[src/hw/servo_status_map.svh]
// Purpose: constants for the servo status and encoder divider block
// Assumes: 100 MHz CLK_I, synchronous active-high reset
// Notes:   times are in their own unit; cycle counts are derived from them
`ifndef SERVO_STATUS_MAP_SVH
`define SERVO_STATUS_MAP_SVH

`define FN_ZERO_DEV    8'h08
`define FN_ZERO_SPEED  8'h09
`define FN_BRAKE       8'h0b

`define CLK_PERIOD_NS  10
`define MS_TICK_NS     1000000
`define MS_TICK_CYC    (`MS_TICK_NS / `CLK_PERIOD_NS)
`define BRAKE_STEP_MS  4'h9

`define PPR_MIN        16'h0010
`define PPR_MAX        16'h8000
`define ENC_CPR_DEF    131072
`define DEV_LIM_UNIT   7'h64

`endif

[src/hw/servo_status_pkg.sv]
// Purpose: shared types of the servo status and encoder divider block
// Assumes: nothing beyond the map header
// Notes:   one-hot brake sequencer states
package servo_status_pkg;

	typedef enum logic [3:0] {
		ST_IDLE  = 4'b0001,
		ST_RUN   = 4'b0010,
		ST_HOLD  = 4'b0100,
		ST_ALARM = 4'b1000
	} brake_state_type;

	typedef struct packed {
		logic a;
		logic a_n;
		logic b;
		logic b_n;
		logic z_n;
	} quad_out_type;

	typedef struct packed {
		logic zero_dev;
		logic zero_speed;
		logic pos_end;
		logic dev_alarm;
	} status_type;

endpackage

[src/hw/quad_divider.sv]
// Purpose: divides encoder feedback counts into A/B/Z output pulses
// Assumes: step_i is one pulse per encoder count, dir_i high forward
// Notes:   outputs registered; at most one quadrature step per count
`include "servo_status_map.svh"
module quad_divider import servo_status_pkg::*; #(
	parameter int ENC_CPR = `ENC_CPR_DEF
) (
	input  wire logic         clk_i,
	input  wire logic         rst_i,
	input  wire logic         step_i,
	input  wire logic         dir_i,
	input  wire logic         rev_i,
	input  wire logic [15:0]  ppr_i,
	input  wire logic [15:0]  z_ofs_i,
	output quad_out_type      quad_o
);

	localparam logic [17:0] CPR_V = 18'(ENC_CPR);

	logic [15:0]  n;
	logic [17:0]  n4;
	logic [17:0]  acc_q, acc_d, acc_sum;
	logic [16:0]  pos_q, pos_d, lim;
	logic [16:0]  tgt_q, tgt_d;
	logic         ld_q;
	logic         adv, a, b, z;
	quad_out_type out_q, out_d;

	// ----------------------------------------
	// accumulate and step
	// ----------------------------------------
	always_comb begin
		if (ppr_i < `PPR_MIN)
			n = `PPR_MIN;
		else if (ppr_i > `PPR_MAX)
			n = `PPR_MAX;
		else
			n = ppr_i;
		n4 = {n, 2'b00};
		lim = 17'(n4 - 18'h0_0001);
		acc_sum = acc_q + n4;
		adv = step_i && (acc_sum >= CPR_V);
		acc_d = acc_q;
		pos_d = pos_q;
		if (step_i)
			acc_d = adv ? 18'(acc_sum - CPR_V) : acc_sum;
		if (adv) begin
			if (dir_i)
				pos_d = (pos_q >= lim) ? 17'h0_0000 : 17'(pos_q + 17'h0_0001);
			else
				pos_d = (pos_q == 17'h0_0000) ? lim : 17'(pos_q - 17'h0_0001);
		end
		// index target is twice the offset, reduced modulo the pulse count
		tgt_d = tgt_q;
		if (ld_q)
			tgt_d = {z_ofs_i, 1'b0};
		else if (tgt_q >= {1'b0, n})
			tgt_d = 17'(tgt_q - {1'b0, n});
		a = pos_d[1];
		b = pos_d[1] ^ pos_d[0];
		z = (pos_d[16:2] == tgt_q[14:0]) && a;
		out_d.a = a;
		out_d.a_n = ~a;
		out_d.b = rev_i ? ~b : b;
		out_d.b_n = rev_i ? b : ~b;
		out_d.z_n = ~z;
	end

	always_ff @(posedge clk_i) begin
		if (rst_i) begin
			acc_q <= 18'h0_0000;
			pos_q <= 17'h0_0000;
			tgt_q <= 17'h0_0000;
			ld_q <= 1'b1;
			out_q <= 5'b0_1011;
		end else begin
			acc_q <= acc_d;
			pos_q <= pos_d;
			tgt_q <= tgt_d;
			ld_q <= 1'b0;
			out_q <= out_d;
		end
	end

	assign quad_o = out_q;
endmodule

[src/hw/servo_status_and_encoder_divider.sv]
// Purpose: brake timing, sequence outputs, position status and pulse divider
// Assumes: settings are steady levels; feedback steps are one-cycle pulses
// Notes:   all outputs are registered; long counts are parameters
`include "servo_status_map.svh"
module servo_status_and_encoder_divider import servo_status_pkg::*; #(
	parameter int POS_W    = 32,
	parameter int MS_CYC   = `MS_TICK_CYC,
	parameter int ENC_CPR  = `ENC_CPR_DEF
) (
	// clock and reset
	input  wire logic              CLK_I,
	input  wire logic              RST_I,
	// servo sequence
	input  wire logic              SERVO_ON_I,
	input  wire logic              ALARM_I,
	input  wire logic              ALARM_CLR_I,
	input  wire logic              POS_MODE_I,
	// settings
	input  wire logic [3:0][7:0]   OUT_ASSIGN_I,
	input  wire logic [9:0]        BRAKE_TIME_I,
	input  wire logic [15:0]       PPR_I,
	input  wire logic [15:0]       Z_OFFSET_I,
	input  wire logic              DIR_SWITCH_I,
	input  wire logic [14:0]       ZD_WIDTH_I,
	input  wire logic [15:0]       DL_WIDTH_I,
	input  wire logic [12:0]       ZS_WIDTH_I,
	input  wire logic [9:0]        JUDGE_MS_I,
	// feedback
	input  wire logic              FB_STEP_I,
	input  wire logic              FB_DIR_I,
	input  wire logic [POS_W-1:0]  CMD_POS_I,
	input  wire logic [POS_W-1:0]  FB_POS_I,
	input  wire logic [15:0]       SPEED_I,
	// sequence outputs
	output logic [3:0]             SEQ_OUT_O,
	output logic                   BRAKE_TIMING_O,
	output logic                   MOTOR_DRIVE_O,
	output status_type             STATUS_O,
	// divided pulse outputs
	output quad_out_type           QUAD_O
);

	localparam logic [16:0] MS_LAST = 17'(MS_CYC - 1);

	// ----------------------------------------
	// time base
	// ----------------------------------------
	logic [16:0] ms_cnt_q, ms_cnt_d;
	logic [3:0]  ten_cnt_q, ten_cnt_d;
	logic        ms_tick, step_tick;

	always_comb begin
		ms_tick = (ms_cnt_q == MS_LAST);
		ms_cnt_d = ms_tick ? 17'h0_0000 : 17'(ms_cnt_q + 17'h0_0001);
		ten_cnt_d = ten_cnt_q;
		if (ms_tick)
			ten_cnt_d = (ten_cnt_q == `BRAKE_STEP_MS) ? 4'h0 : 4'(ten_cnt_q + 4'h1);
		step_tick = ms_tick && (ten_cnt_q == `BRAKE_STEP_MS);
	end

	always_ff @(posedge CLK_I) begin
		if (RST_I) begin
			ms_cnt_q <= 17'h0_0000;
			ten_cnt_q <= 4'h0;
		end else begin
			ms_cnt_q <= ms_cnt_d;
			ten_cnt_q <= ten_cnt_d;
		end
	end

	// ----------------------------------------
	// position and speed status
	// ----------------------------------------
	logic signed [POS_W:0] diff;
	logic [POS_W:0]        dev_abs;
	logic [22:0]           dl_pulses;
	logic [15:0]           spd_abs;
	logic                  zd_d, zs_d, over_lim;
	logic                  zd_q, zs_q, dal_q, dal_d;
	logic [9:0]            jcnt_q, jcnt_d;
	logic                  pend_q, pend_d;

	always_comb begin
		diff = $signed({CMD_POS_I[POS_W-1], CMD_POS_I})
			- $signed({FB_POS_I[POS_W-1], FB_POS_I});
		dev_abs = diff[POS_W] ? (POS_W+1)'(-diff) : diff;
		dl_pulses = 23'(DL_WIDTH_I * `DEV_LIM_UNIT);
		spd_abs = SPEED_I[15] ? 16'(-SPEED_I) : SPEED_I;
		// outside position mode zero deviation stays on
		zd_d = !POS_MODE_I || (dev_abs <= (POS_W+1)'(ZD_WIDTH_I));
		zs_d = (spd_abs <= {3'b000, ZS_WIDTH_I});
		over_lim = POS_MODE_I && (dev_abs >= (POS_W+1)'(dl_pulses));
		// a new excess wins over a clear in the same cycle
		dal_d = over_lim || (dal_q && !ALARM_CLR_I);
		jcnt_d = jcnt_q;
		pend_d = 1'b0;
		if (!(zd_q && zs_q && POS_MODE_I))
			jcnt_d = 10'h000;
		else if (jcnt_q >= JUDGE_MS_I)
			pend_d = 1'b1;
		else if (ms_tick)
			jcnt_d = 10'(jcnt_q + 10'h001);
	end

	always_ff @(posedge CLK_I) begin
		if (RST_I) begin
			zd_q <= 1'b1;
			zs_q <= 1'b1;
			dal_q <= 1'b0;
			jcnt_q <= 10'h000;
			pend_q <= 1'b0;
		end else begin
			zd_q <= zd_d;
			zs_q <= zs_d;
			dal_q <= dal_d;
			jcnt_q <= jcnt_d;
			pend_q <= pend_d;
		end
	end

	// ----------------------------------------
	// brake sequencer
	// ----------------------------------------
	brake_state_type st_q, st_d;
	logic [9:0]      bcnt_q, bcnt_d;
	logic            alarm_any, assigned;
	logic            brk_d, brk_q, drv_d, drv_q;

	always_comb begin
		alarm_any = ALARM_I || dal_q;
		assigned = 1'b0;
		for (int k = 0; k < 4; k++)
			if (OUT_ASSIGN_I[k] == `FN_BRAKE)
				assigned = 1'b1;
		st_d = st_q;
		bcnt_d = bcnt_q;
		case (st_q)
			ST_IDLE: begin
				if (alarm_any)
					st_d = ST_ALARM;
				else if (SERVO_ON_I)
					st_d = ST_RUN;
			end
			ST_RUN: begin
				bcnt_d = 10'h000;
				if (alarm_any)
					st_d = ST_ALARM;
				else if (!SERVO_ON_I)
					st_d = ST_HOLD;
			end
			ST_HOLD: begin
				// drive stays on until the brake has had time to bite
				if (alarm_any)
					st_d = ST_ALARM;
				else if (SERVO_ON_I)
					st_d = ST_RUN;
				else if (bcnt_q >= BRAKE_TIME_I)
					st_d = ST_IDLE;
				else if (step_tick)
					bcnt_d = 10'(bcnt_q + 10'h001);
			end
			ST_ALARM: begin
				if (!alarm_any)
					st_d = ST_IDLE;
			end
			default: st_d = ST_IDLE;
		endcase
		brk_d = (st_d == ST_RUN) && assigned;
		drv_d = (st_d == ST_RUN) || (st_d == ST_HOLD);
	end

	always_ff @(posedge CLK_I) begin
		if (RST_I) begin
			st_q <= ST_IDLE;
			bcnt_q <= 10'h000;
			brk_q <= 1'b0;
			drv_q <= 1'b0;
		end else begin
			st_q <= st_d;
			bcnt_q <= bcnt_d;
			brk_q <= brk_d;
			drv_q <= drv_d;
		end
	end

	// ----------------------------------------
	// sequence output terminals
	// ----------------------------------------
	logic [3:0] seq_d, seq_q;

	for (genvar g = 0; g < 4; g++) begin : g_term
		always_comb begin
			case (OUT_ASSIGN_I[g])
				`FN_BRAKE:      seq_d[g] = brk_d;
				`FN_ZERO_DEV:   seq_d[g] = zd_d;
				`FN_ZERO_SPEED: seq_d[g] = zs_d;
				default:        seq_d[g] = 1'b0;
			endcase
		end
	end

	always_ff @(posedge CLK_I) begin
		if (RST_I)
			seq_q <= 4'h0;
		else
			seq_q <= seq_d;
	end

	// ----------------------------------------
	// divided pulse output
	// ----------------------------------------
	quad_divider #(
		.ENC_CPR (ENC_CPR)
	) u_div (
		.clk_i   (CLK_I),
		.rst_i   (RST_I),
		.step_i  (FB_STEP_I),
		.dir_i   (FB_DIR_I),
		.rev_i   (DIR_SWITCH_I),
		.ppr_i   (PPR_I),
		.z_ofs_i (Z_OFFSET_I),
		.quad_o  (QUAD_O)
	);

	assign SEQ_OUT_O = seq_q;
	assign BRAKE_TIMING_O = brk_q;
	assign MOTOR_DRIVE_O = drv_q;
	assign STATUS_O = '{zero_dev: zd_q, zero_speed: zs_q, pos_end: pend_q, dev_alarm: dal_q};
endmodule

[config.mk]
export PLATFORM = sky130hd
export DESIGN_NAME = servo_status_and_encoder_divider
export DESIGN_NICKNAME = d
export VERILOG_FILES = /design/src/hw/servo_status_pkg.sv /design/src/hw/quad_divider.sv /design/src/hw/servo_status_and_encoder_divider.sv
export VERILOG_INCLUDE_DIRS = /design/src /design/src/hw
export SDC_FILE = /design/constraint.sdc
export NUM_CORES = 1
export LEC_CHECK = 0
export ABC_CLOCK_PERIOD_IN_PS = 8100
export BUFFER_PORTS_ARGS = -buffer_cell sky130_fd_sc_hd__buf_2
export CORE_UTILIZATION = 60
export CTS_CLUSTER_DIAMETER = 200
export DETAILED_ROUTE_END_ITERATION = 10
export PLACE_DENSITY = 0.84
export SLEW_MARGIN = 20
export SYNTH_ARGS = -nofsm -noshare
export SYNTH_HDL_FRONTEND = slang
export SYNTH_HIERARCHICAL = 1
export SYNTH_SLANG_ARGS = --single-unit
[constraint.sdc]
create_clock -name CLK_I -period 8.1 [get_ports CLK_I]
set_input_delay 0.81 -clock CLK_I [delete_from_list [all_inputs] [get_ports CLK_I]]
set_output_delay 0.81 -clock CLK_I [all_outputs]
set_load 0.01 [all_outputs]
-- Word-level counts from Yosys, hierarchy flattened
Cells that the tools add are included.
Widths: inputs -> output; s select.
- register bits: 113
- bits of input ports: 217
- output and inout port bits: 15
- word-level logic and storage cells: 137
- add/sub/neg operators: 13
- $mul: 1
- order comparisons: 10
- equal/unequal tests: 25
- muxes and demuxes: 38
- bitwise logic cells: 6
- reduce and logical (&&, ||, !) cells: 22
- operators with widths (kind ; number):
    $mux 17 ; 6
    $eq 8x4->1 const B ; 12
    $mux 16 ; 3
    $mux 10 ; 4
    $mux 4 ; 9
    $add 17x1->17 const B ; 2
    $sub 17x1->17 const B ; 2
    $ge 33x23->1 ; 1
    $le 33x15->1 ; 1
    $mux 33 ; 1
    $neg 33->33 ; 1
    $sub 32x32->33 ; 1
    $mul 16x5->21 const B ; 1
    $add 10x1->10 const B ; 2
    $ge 10x10->1 ; 2
    $pmux 10 s2 ; 1
    $add 18x18->18 ; 1
    $ge 18x18->1 const B ; 1
    $mux 18 ; 1
    $sub 18x18->18 const B ; 1
    $eq 17x17->1 const B ; 1
    $ge 17x16->1 ; 1
    $ge 17x17->1 ; 1
    $logic_not 17->1 ; 1
    other kinds (24) ; 58

-- Logic depth before layout (Yosys ltp)
Gate-level depths: netlist (run 1).
- word-level depth: 11
- depth in mapped cells: 28
- gate-level depth less buffers: 27

-- Modules after synthesis
The synthesis (run 1) kept the hierarchy.
- modules (own cells, without submodules) (module ; times used ; cells each ; area each (µm²)):
    servo_status_and_encoder_divider ; 1 ; 1261 ; 9350.2
    quad_divider ; 1 ; 775 ; 5773.0

-- Worst setup path before layout (run 1)
No wires, ideal clock.
- kind: input port to flip-flop
- start: input CMD_POS_I[0]
- end: register seq_q[1], in the netlist SEQ_OUT_O[1]
- data arrival time: 5.803 ns
- required time: 8.020 ns
- setup slack: 2.217 ns
- cell stages on the path: 24
- path through: inv_1 -> ha_1 -> inv_1 -> fa_1 -> a21o_1 -> a221oi_4 -> nor3_1 -> nor4_1 -> nor4_1 -> o31ai_1 -> clkbuf_1 -> o21ai_0 -> xnor2_1 -> ha_1 -> and4_1 -> a21oi_1 -> o211ai_1 -> a211oi_1 -> a21oi_1 -> a2111oi_0 -> and4bb_1 -> a41oi_2 -> or3_1 -> a211oi_2
- cells in the longest elaborated chain, start to end: 6
- RTL lines (what ; RTL line ; RTL):
    start, declared ; servo_status_and_encoder_divider.sv:31 ; input wire logic [POS_W-1:0] CMD_POS_I,
    $sub 32x32->33 (*) ; servo_status_and_encoder_divider.sv:85 ; - $signed({FB_POS_I[POS_W-1], FB_POS_I});
    $neg 33->33 ; servo_status_and_encoder_divider.sv:86 ; dev_abs = diff[POS_W] ? (POS_W+1)'(-diff) : diff;
    $mux 33 (*) ; servo_status_and_encoder_divider.sv:86 ;
    $le 33x15->1 (*) ; servo_status_and_encoder_divider.sv:90 ; zd_d = !POS_MODE_I || (dev_abs <= (POS_W+1)'(ZD_WIDTH_I));
    $logic_or 1x1->1 (*) ; servo_status_and_encoder_divider.sv:90 ;
    $pmux 1 s3 (*) ; servo_status_and_encoder_divider.sv:193 ; case (OUT_ASSIGN_I[g])
    end signal, assigned ; servo_status_and_encoder_divider.sv:206 ; seq_q <= seq_d;
    end, declared ; servo_status_and_encoder_divider.sv:189 ; logic [3:0] seq_d, seq_q;
Mark *: on every way between the ends. The rest lies on a longest branch, timed or not.
A chain may end at the register's enable or synchronous reset.

-- Worst setup path after layout (run 1)
- start: input CMD_POS_I[0]
- end: register seq_q[0], in the netlist SEQ_OUT_O[0]
Same word-level chain as after synthesis.

==> impl_metrics.json, run 1 <==
{
  "io-pin-count": 232,
  "portBuffers": 231,
  "timing.rr.end": "u_div/quad_o[0]$_SDFF_PP1_",
  "max_stage_delay_ns": 0.55,
  "crit_buf_inv": 3,
  "rsz0062_at_grt": "false",
  "drt_iter0_markers": 1646,
  "cpMaxStageDelayCell": "o31a_1",
  "critical_path.endpoint": "SEQ_OUT_O[0]$_SDFF_PP0_",
  "dpl.cell_count": 2516,
  "grt_use_total": 0.3179,
  "routedWlPerCell_um": 16.55,
  "hold_class": "register to register",
  "ff2ff_setup_slack_ns": 4.03,
  "nNetsFinal": 2640,
  "cts_setup_buffers": 0,
  "slew_viol_final": 0,
  "htreeDepth": 3,
  "area_growth_pct": 10.36,
  "ctsHoldBuffers": 0,
  "p_per_area_mw_per_mm2": 161.6,
  "synth_seq_area_share": 0.1456,
  "wirelength_um": 41950,
  "p_leak_nw": 7.830,
  "synth_top_area_share": 0.1704,
  "die_w_um": 160.8,
  "period_needed_ns": 6.296,
  "crit_family": "compound AO/OA/AOI/OAI gates",
  "synth_warnings": 6,
  "fmax_ghz": 0.1588,
  "yosysTopAreaCell": "ha_1",
  "fin_crit_sh": 0.7773,
  "hold_violations": 0,
  "netlist_top_cells_area": "ha_1 (17%), dfxtp_1 (15%), xnor2_1 (5.0%)",
  "vdd_drop_max_mv": 0.1066,
  "detail_route.first_pass.iterations": 11,
  "yosys_register_bits": 110,
  "setup_viol": 0,
  "tightest_slew_ns": 1.098,
  "drive_above_1_share": 0.1390,
  "timing.setup.tns_ns": 0,
  "cp-startpoint": "CMD_POS_I[0]",
  "required_ns": 8.39,
  "violations": "design-rule violations",
  "arrival_ns": 6.58,
  "gp_routability_congestion": 1.042,
  "status": "finished, violations left",
  "grt_pass1_vias": 14815,
  "slew_headroom": 0.2625,
  "startpoint_type": "input port",
  "synth_ff_type": "dfxtp_1",
  "crit_fanout": 22,
  "drtAntennaViolNets": 0,
  "grt_max_degree": 71,
  "rows": 57,
  "vias_per_cell": 6.211,
  "fin_cells": 2535,
  "dp_hpwl_um": 33550,
  "whs_ns": 0.4656,
  "cts_num_sinks": 110,
  "r2r_cells": 11,
  "clkTransAtPathRegs_ns": 0.09,
  "antenna_found_initial": 4,
  "synth.avg_cell_area_um2": 7.428,
  "cts_tree": "built",
  "final_common_cell": "buf_2",
  "root_buffer": "clkbuf_16",
  "synth.distinct_cells": 103,
  "layout_common_cells": "buf_2 (231), ha_1 (206), inv_1 (198)",
  "end_kind": "register",
  "syn-cell-area_mm2": 0.01512,
  "gr-total-overflow": 0,
  "start_util": 0.6164,
  "numCtsBuffers": 9,
  "dr_total_vias": 15746,
  "grt_first_pass_wirelength_um": 68710,
  "cts_resized": 0,
  "fin_skew_ns": 0.01142,
  "synth_edf_count": 0,
  "crit_cells": 26,
  "criticalPathCategory": "input port to register",
  "die_area_mm2": 0.02584,
  "syn_inst": 2036,
  "die_y_um": 160.8,
  "clockBufferDepth": 2,
  "r2r-start": "u_div/pos_q[8]$_SDFF_PP0_",
  "drc": 1,
  "worstSkewPairLatency_ns": 0.36,
  "fp.coreArea_mm2": 0.02453,
  "maxCapViolations": 0,
  "synthesis.nets": 2473,
  "synth-async-reset-ratio": 0
}
[through the flow]
step                area (um^2)    util  worst slack, ns  power, W
floorplan                 15120       -            2.217  0.001824
global placement          16360  0.6668            1.693  0.002149
detailed placement        16360  0.6668            1.522  0.002188
CTS                       16680  0.6798            1.877  0.002672
global route              16690  0.6803            1.432  0.002911
finish                    16690  0.6803            1.804  0.002697
[layer usage]
layer  global-route usage  routed length, um  up-vias
li1                     -                  -     7683
met5                    0                  0        -
met3              0.03022               2694      105
met1               0.3968              17660     7258
met2               0.5584              20190      700
met4               0.1304               1400        0
[state kept, by name, summed over array words and instances (netlist names), 10 cells and up]
| register | flops |
|---|---|
| ms_cnt_q | 17 |
| u_div/pos_q | 17 |
| u_div/tgt_q | 17 |
| u_div/acc_q | 16 |
| bcnt_q | 10 |
| jcnt_q | 10 |
[how the worst min path moves through the flow]
stage / startpoint / end / slack [ns] / cells after the start
2_1_floorplan: ms_cnt_q[0]$_SDFF_PP0_ / ms_cnt_q[0]$_SDFF_PP0_ / 0.43 / 1
3_3_place_gp: ms_cnt_q[0]$_SDFF_PP0_ / ms_cnt_q[0]$_SDFF_PP0_ / 0.45 / 1
3_5_place_dp: ms_cnt_q[0]$_SDFF_PP0_ / ms_cnt_q[0]$_SDFF_PP0_ / 0.45 / 1
4_1_cts: ms_cnt_q[0]$_SDFF_PP0_ / ms_cnt_q[0]$_SDFF_PP0_ / 0.47 / 1
5_1_grt: ms_cnt_q[0]$_SDFF_PP0_ / ms_cnt_q[0]$_SDFF_PP0_ / 0.49 / 1
6_report: ms_cnt_q[0]$_SDFF_PP0_ / ms_cnt_q[0]$_SDFF_PP0_ / 0.47 / 1
[cell families after synthesis]
group | count (synthesis) | share of synthesized area
DFF | 110 | 0.1456
adders and majority gates | 220 | 0.1890
AOI/OAI and AO/OA | 525 | 0.2413
muxes | 31 | 0.02085
and+or+nand+nor | 720 | 0.2423
buffers and inverters | 279 | 0.07347
xor gates and xnor gates | 151 | 0.08745
[cell usage after synthesis (all sizes together) (48+ instances only)]
cell type  instances
ha               206
inv              198
nor2             184
nand2            164
a21oi            134
dfxtp            110
o21ai             87
xnor2             87
nor3              64
xor2              64
nand3             56
clkbuf            54
a21o              48
[power breakdown]
group / internal (W) / switching (W) / leakage (nW)
logic: 0.000664 / 0.000897 / 6.78
clock network: 0.000248 / 0.000228 / 0.155
registers: 0.000580 / 0.0000805 / 0.898
total: 0.00149 / 0.00120 / 7.83
[layout make-up]
type | instances | area [um^2]
timing repair buffer | 235 | 1186
fill | 2133 | 7844
antenna | 3 | 7.507
tap | 324 | 405.4
sequential | 110 | 2202
multi-input combinational | 1647 | 11820
clock buffer | 9 | 225.2
clock inverter | 7 | 92.59
inverter | 200 | 750.7
No activity file was read; power rests on OpenSTA's default activity.
==> inputs of run 2 (changes only) <==
--- a/config.mk
+++ b/config.mk
@@ -6,7 +6,7 @@
 export SDC_FILE = /design/constraint.sdc
 export NUM_CORES = 1
 export LEC_CHECK = 0
-export ABC_CLOCK_PERIOD_IN_PS = 8100
+export ABC_CLOCK_PERIOD_IN_PS = 6500
 export BUFFER_PORTS_ARGS = -buffer_cell sky130_fd_sc_hd__buf_2
 export CORE_UTILIZATION = 60
 export CTS_CLUSTER_DIAMETER = 200
==> constraint.sdc (replaced) <==
create_clock -name CLK_I -period 6.5 [get_ports CLK_I]
set_input_delay 0.65 -clock CLK_I [delete_from_list [all_inputs] [get_ports CLK_I]]
set_output_delay 0.65 -clock CLK_I [all_outputs]
set_load 0.01 [all_outputs]
==> run 2 against run 1 <==
- the flow now finishes without violations
- combinational power grew 25%
- non-clock buffer count up 6
- global-route usage down 0.091 points
- final cell count grew 0.28%
- clock skew rose by 0.0038 ns
- wire length decreased by 1.2%
- worst hold slack gained 0.0083 ns
- critical path type unchanged
- critical endpoint unchanged
==> impl_metrics.json, run 2 (synthesis gave the netlist of run 1 again) <==
{
  "wirelength_um": 41440,
  "fmax_ghz": 0.1687,
  "power_frac_comb": 0.582,
  "cts_setup_buffers": 0,
  "htreeDepth": 3,
  "criticalPathCategory": "input port to register",
  "nNetsFinal": 2646,
  "status": "completed",
  "die_w_um": 160.8,
  "placed_cell_area_mm2": 0.01640,
  "power.total_w": 0.003350,
  "portBuffers": 231,
  "io-pin-count": 232,
  "cpMaxStageDelayCell": "o31ai_2",
  "drc": 0,
  "max_stage_delay_ns": 0.48,
  "end_kind": "register",
  "maxCapViolations": 0,
  "grt_use_total": 0.3170,
  "fp.coreArea_mm2": 0.02453,
  "dr_wl_met2_um": 20180,
  "vias_per_cell": 6.159,
  "p_sw_w": 0.001487,
  "pwr-share-seq": 0.245,
  "slew_viol_final": 0,
  "gp_routability_congestion": 1.003,
  "routed-wl-met3_um": 2555,
  "rsz0062_at_grt": "false",
  "p_per_area_mw_per_mm2": 200.2,
  "period_needed_ns": 5.927,
  "worstSkewPairLatency_ns": 0.36,
  "cts_tree": "built",
  "grt_first_pass_wirelength_um": 68910,
  "routedWlPerCell_um": 16.30,
  "antenna_found_initial": 5,
  "route.top_layer_used": "met5",
  "final_common_cell": "buf_2",
  "switching_share": 0.4438,
  "grt_pass1_vias": 14925,
  "internal-power_w": 0.001863,
  "crit_family": "compound AO/OA/AOI/OAI gates",
  "area_growth_pct": 10.64,
  "crit_fanout": 8,
  "cts_resized": 0,
  "whs_ns": 0.4739,
  "dr_total_vias": 15657,
  "met1Wirelength_um": 17300,
  "die_y_um": 160.8,
  "p_leak_nw": 7.857,
  "arrival_ns": 6.21,
  "startpoint_type": "input port",
  "grt_max_degree": 49,
  "p_clk_frac": 0.174,
  "root_buffer": "clkbuf_16",
  "cp_cell_sequence": "buf_2 > inv_1 > ha_1 > inv_1 > fa_1 > a21o_1 > a221oi_4 > nor3_1 > nor4_1 > nor4_1 > o31ai_2 > o21ai_0 > xnor2_1 > ha_1 > and4_1 > a21oi_1 > o211ai_1 > a211oi_1 > a21oi_1 > a2111oi_0 > and4bb_1 > a41oi_2 > or3_1 > a211oi_2",
  "slew_headroom": 0.2449,
  "numCtsBuffers": 9,
  "tightest_slew_ns": 1.118,
  "largestRegisters": "ms_cnt_q (17), u_div/pos_q (17), u_div/tgt_q (17)",
  "drt_iter0_markers": 1268,
  "layout_common_cells": "buf_2 (231), ha_1 (206), inv_1 (198)",
  "die_area_mm2": 0.02584,
  "timing.setup.tns_ns": 0,
  "cts_num_sinks": 110,
  "vdd_drop_max_mv": 0.1306,
  "clkTransAtPathRegs_ns": 0.08,
  "clockBufferDepth": 2,
  "detail_route.first_pass.iterations": 6,
  "drtAntennaViolNets": 0,
  "finalInstanceArea_mm2": 0.01673,
  "ctsHoldBuffers": 0,
  "gr-total-overflow": 0,
  "crit_buf_inv": 3,
  "fin_skew_ns": 0.01526,
  "hold_class": "register to register",
  "drive_above_1_share": 0.1414,
  "fin_crit_sh": 0.9118,
  "dp_hpwl_um": 33670,
  "required_ns": 6.78,
  "setup_viol": 0,
  "rows": 57,
  "start_util": 0.6164,
  "hold_violations": 0
}
-- run 2: cell count changes in the layout (fill, tap and decap cells not counted) --
cell      before  now
buf_4          4   10
clkinv_8       1    0
diode_2        3    4
inv_8          1    2
o311ai_0       3    4
o311ai_1       1    0
-- run 2: cell type report --
cell class              count  area, um^2
inverters                 200       750.7
clock inverters             7       87.58
multi-input cells        1647       11820
fillers                  2102        7801
repair buffers            241        1231
clock buffers               9       225.2
flip-flops and latches    110        2202
well taps                 324       405.4
diodes                      4       10.01
-- run 2: per-stage QoR --
| stage | worst slack (ns) | cells | util |
|---|---|---|---|
| 2_1_floorplan | 0.7774 | 2036 | - |
| 3_3_place_gp | 0.4824 | 2522 | 0.6687 |
| 3_5_place_dp | 0.2471 | 2522 | 0.6687 |
| 4_1_cts | 0.6186 | 2538 | 0.6814 |
| 5_1_grt | 0.05445 | 2542 | 0.6820 |
| 6_report | 0.5730 | 2542 | 0.6820 |
-- run 2: power by group through the flow --
stage          Sequential [W]  Combinational (W)  Clock [W]
6_report             0.000820            0.00195   0.000582
5_1_grt              0.000826            0.00218   0.000618
4_1_cts              0.000815            0.00192   0.000589
3_5_place_dp         0.000830            0.00190          0
3_3_place_gp         0.000829            0.00185          0
2_1_floorplan        0.000777            0.00150          0
-- run 2: final timing paths --
path	startpoint	end	slack (ns)	depth (start not counted)
max	CMD_POS_I[0]	SEQ_OUT_O[0]$_SDFF_PP0_	0.57	24
min	ms_cnt_q[0]$_SDFF_PP0_	ms_cnt_q[0]$_SDFF_PP0_	0.47	1
max reg2reg	ms_cnt_q[8]$_SDFF_PP0_	bcnt_q[6]$_SDFFE_PP0P_	2.63	9
min reg2reg	ms_cnt_q[0]$_SDFF_PP0_	ms_cnt_q[0]$_SDFF_PP0_	0.47	1
-- run 2: metal layers --
layer  up-vias  global-route usage
li1       7692                   -
met3       108             0.02970
met2       622              0.5710
met5         -                   0
met1      7233              0.3877
met4         2              0.1214
-- run 2: worst reg2reg max path, stage by stage (launching register included) --
cell,delay [ns]
dfxtp_1,0.34
or4b_2,0.67
nor4_1,0.83
nand2_1,0.22
nor2_1,0.18
nand4b_1,0.16
a21oi_1,0.59
nand4_1,0.31
or3_1,0.38
a21oi_1,0.14
==> inputs of run 3 (changes only) <==
--- a/config.mk
+++ b/config.mk
@@ -8,10 +8,14 @@
 export LEC_CHECK = 0
 export ABC_CLOCK_PERIOD_IN_PS = 6500
 export BUFFER_PORTS_ARGS = -buffer_cell sky130_fd_sc_hd__buf_2
-export CORE_UTILIZATION = 60
+export CELL_PAD_IN_SITES_DETAIL_PLACEMENT = 1
+export CELL_PAD_IN_SITES_GLOBAL_PLACEMENT = 1
+export CORE_MARGIN = 3
+export CORE_UTILIZATION = 43
 export CTS_CLUSTER_DIAMETER = 200
 export DETAILED_ROUTE_END_ITERATION = 10
-export PLACE_DENSITY = 0.84
+export PLACE_DENSITY_LB_ADDON = 0.1
+export SKIP_CTS_REPAIR_TIMING = 1
 export SLEW_MARGIN = 20
 export SYNTH_ARGS = -nofsm -noshare
 export SYNTH_HDL_FRONTEND = slang
==> run 3 against run 2 <==
- clock skew up 0.0031 ns
- combinational power grew 3%
- setup slack better by 0.074 ns
- largest cell class unchanged
==> impl_metrics.json, run 3 (synthesis gave the netlist of run 1 again) <==
{
  "status": "completed",
  "placed_cell_area_mm2": 0.01664,
  "dpl.cell_count": 2662,
  "largestRegisters": "ms_cnt_q (17), u_div/pos_q (17), u_div/tgt_q (17)",
  "drt_iter0_markers": 815,
  "grt_pass1_vias": 16073,
  "die_area_mm2": 0.03746,
  "startpoint_type": "input port",
  "clockBufferDepth": 2,
  "start_util": 0.4367,
  "drtAntennaViolNets": 0,
  "rows": 68,
  "rsz0062_at_grt": "false",
  "internal-power_w": 0.001844,
  "cp_cell_sequence": "buf_2 > inv_1 > ha_1 > inv_1 > fa_1 > a21o_1 > a221oi_4 > nor3_1 > nor4_1 > nor4_1 > o31ai_2 > o21ai_0 > xnor2_1 > ha_1 > and4_1 > a21oi_1 > o211ai_1 > a211oi_1 > a21oi_1 > a2111oi_0 > and4bb_1 > a41oi_2 > or3_1 > a211oi_2",
  "routedWlPerCell_um": 17.95,
  "final_common_cell": "buf_2",
  "antenna_found_initial": 4,
  "cts_tree": "built",
  "p_clk_frac": 0.168,
  "dr_total_vias": 15584,
  "fin_crit_sh": 0.9005,
  "gr-total-overflow": 0,
  "power_frac_comb": 0.589,
  "numCtsBuffers": 9,
  "wirelength_um": 48110,
  "htreeDepth": 3,
  "drc": 0,
  "p_leak_nw": 7.889,
  "vdd_drop_max_mv": 0.1392,
  "hold_violations": 0,
  "fmax_ghz": 0.1709,
  "criticalPathCategory": "input port to register",
  "slew_viol_final": 0,
  "maxCapViolations": 0,
  "fin_skew_ns": 0.01835,
  "end_kind": "register",
  "max_stage_delay_ns": 0.49,
  "drive_above_1_share": 0.1439,
  "detail_route.first_pass.iterations": 5,
  "worstSkewPairLatency_ns": 0.37,
  "grt_max_degree": 69,
  "portBuffers": 231,
  "fp.coreArea_mm2": 0.03463,
  "cpMaxStageDelayCell": "o31ai_2",
  "p_per_area_mw_per_mm2": 200.3,
  "finalInstanceArea_mm2": 0.01693,
  "pwr-share-seq": 0.243,
  "clkTransAtPathRegs_ns": 0.08,
  "switching_share": 0.4565,
  "fin_cells": 2681,
  "required_ns": 6.79,
  "die_w_um": 193.5,
  "period_needed_ns": 5.853,
  "tightest_slew_ns": 1.071,
  "setup_viol": 0,
  "whs_ns": 0.4766,
  "layout_common_cells": "buf_2 (231), ha_1 (206), inv_1 (198)",
  "grt_use_total": 0.2516,
  "hold_class": "register to register",
  "p_sw_w": 0.001549,
  "cts_num_sinks": 110,
  "crit_fanout": 8,
  "timing.setup.tns_ns": 0,
  "grt_first_pass_wirelength_um": 80260,
  "vias_per_cell": 5.813,
  "power.total_w": 0.003392,
  "die_y_um": 193.5,
  "nNetsFinal": 2655,
  "gp_routability_congestion": 0.9295,
  "arrival_ns": 6.14,
  "root_buffer": "clkbuf_16",
  "dp_hpwl_um": 39820,
  "slew_headroom": 0.2823,
  "area_growth_pct": 11.96,
  "io-pin-count": 232
}
==> run 3: worst paths after layout <==
| check | start | depth (start not counted) | slack, ns | to |
|---|---|---|---|---|
| min | u_div/acc_q[13]$_SDFFE_PP0P_ | 2 | 0.48 | u_div/acc_q[13]$_SDFFE_PP0P_ |
| max reg2reg | u_div/tgt_q[1]$_SDFFE_PP0P_ | 10 | 2.90 | u_div/tgt_q[1]$_SDFFE_PP0P_ |
| min reg2reg | u_div/acc_q[13]$_SDFFE_PP0P_ | 2 | 0.48 | u_div/acc_q[13]$_SDFFE_PP0P_ |
| max | CMD_POS_I[0] | 24 | 0.65 | SEQ_OUT_O[0]$_SDFF_PP0_ |
==> run 3: power groups by stage <==
stage / clock (W) / sequential (W) / combinational [W]
after floorplan: 0 / 0.000777 / 0.00150
after global placement: 0 / 0.000836 / 0.00192
after detailed placement: 0 / 0.000837 / 0.00198
after CTS: 0.000596 / 0.000822 / 0.00200
after global routing: 0.000621 / 0.000834 / 0.00226
final: 0.000571 / 0.000824 / 0.00200
==> run 3: worst max-delay path: cells and delay by family <==
family | cells | cell delay (ns)
fa+ha+maj | 3 | 0.88
compound gates | 11 | 2.53
xor+xnor | 1 | 0.31
buf+inv | 3 | 0.18
simple gates | 6 | 1.57
==> run 3: stage by stage <==
step	setup slack, ns	util
global route	0.1897	0.4890
CTS	0.6434	0.4888
global placement	0.4519	0.4804
floorplan	0.7774	-
finish	0.6471	0.4890
detailed placement	0.2577	0.4804
==> run 3: metal layers <==
layer | share of wire | track usage | vias to the layer above
li1 | - | - | 7684
met1 | 0.45 | 0.3260 | 7571
met2 | 0.49 | 0.4465 | 271
met3 | 0.033 | 0.02508 | 56
met4 | 0.021 | 0.06751 | 2
met5 | 0.00035 | 0 | -
==> run 3: cell type report <==
class / count / area, um^2
antenna: 3 / 7.507
clock buffer: 11 / 242.7
clock inverter: 5 / 46.29
fill: 4481 / 17700
inverter: 200 / 750.7
multi-input combinational: 1647 / 11820
sequential: 110 / 2202
tap: 455 / 569.3
timing repair buffer: 250 / 1299
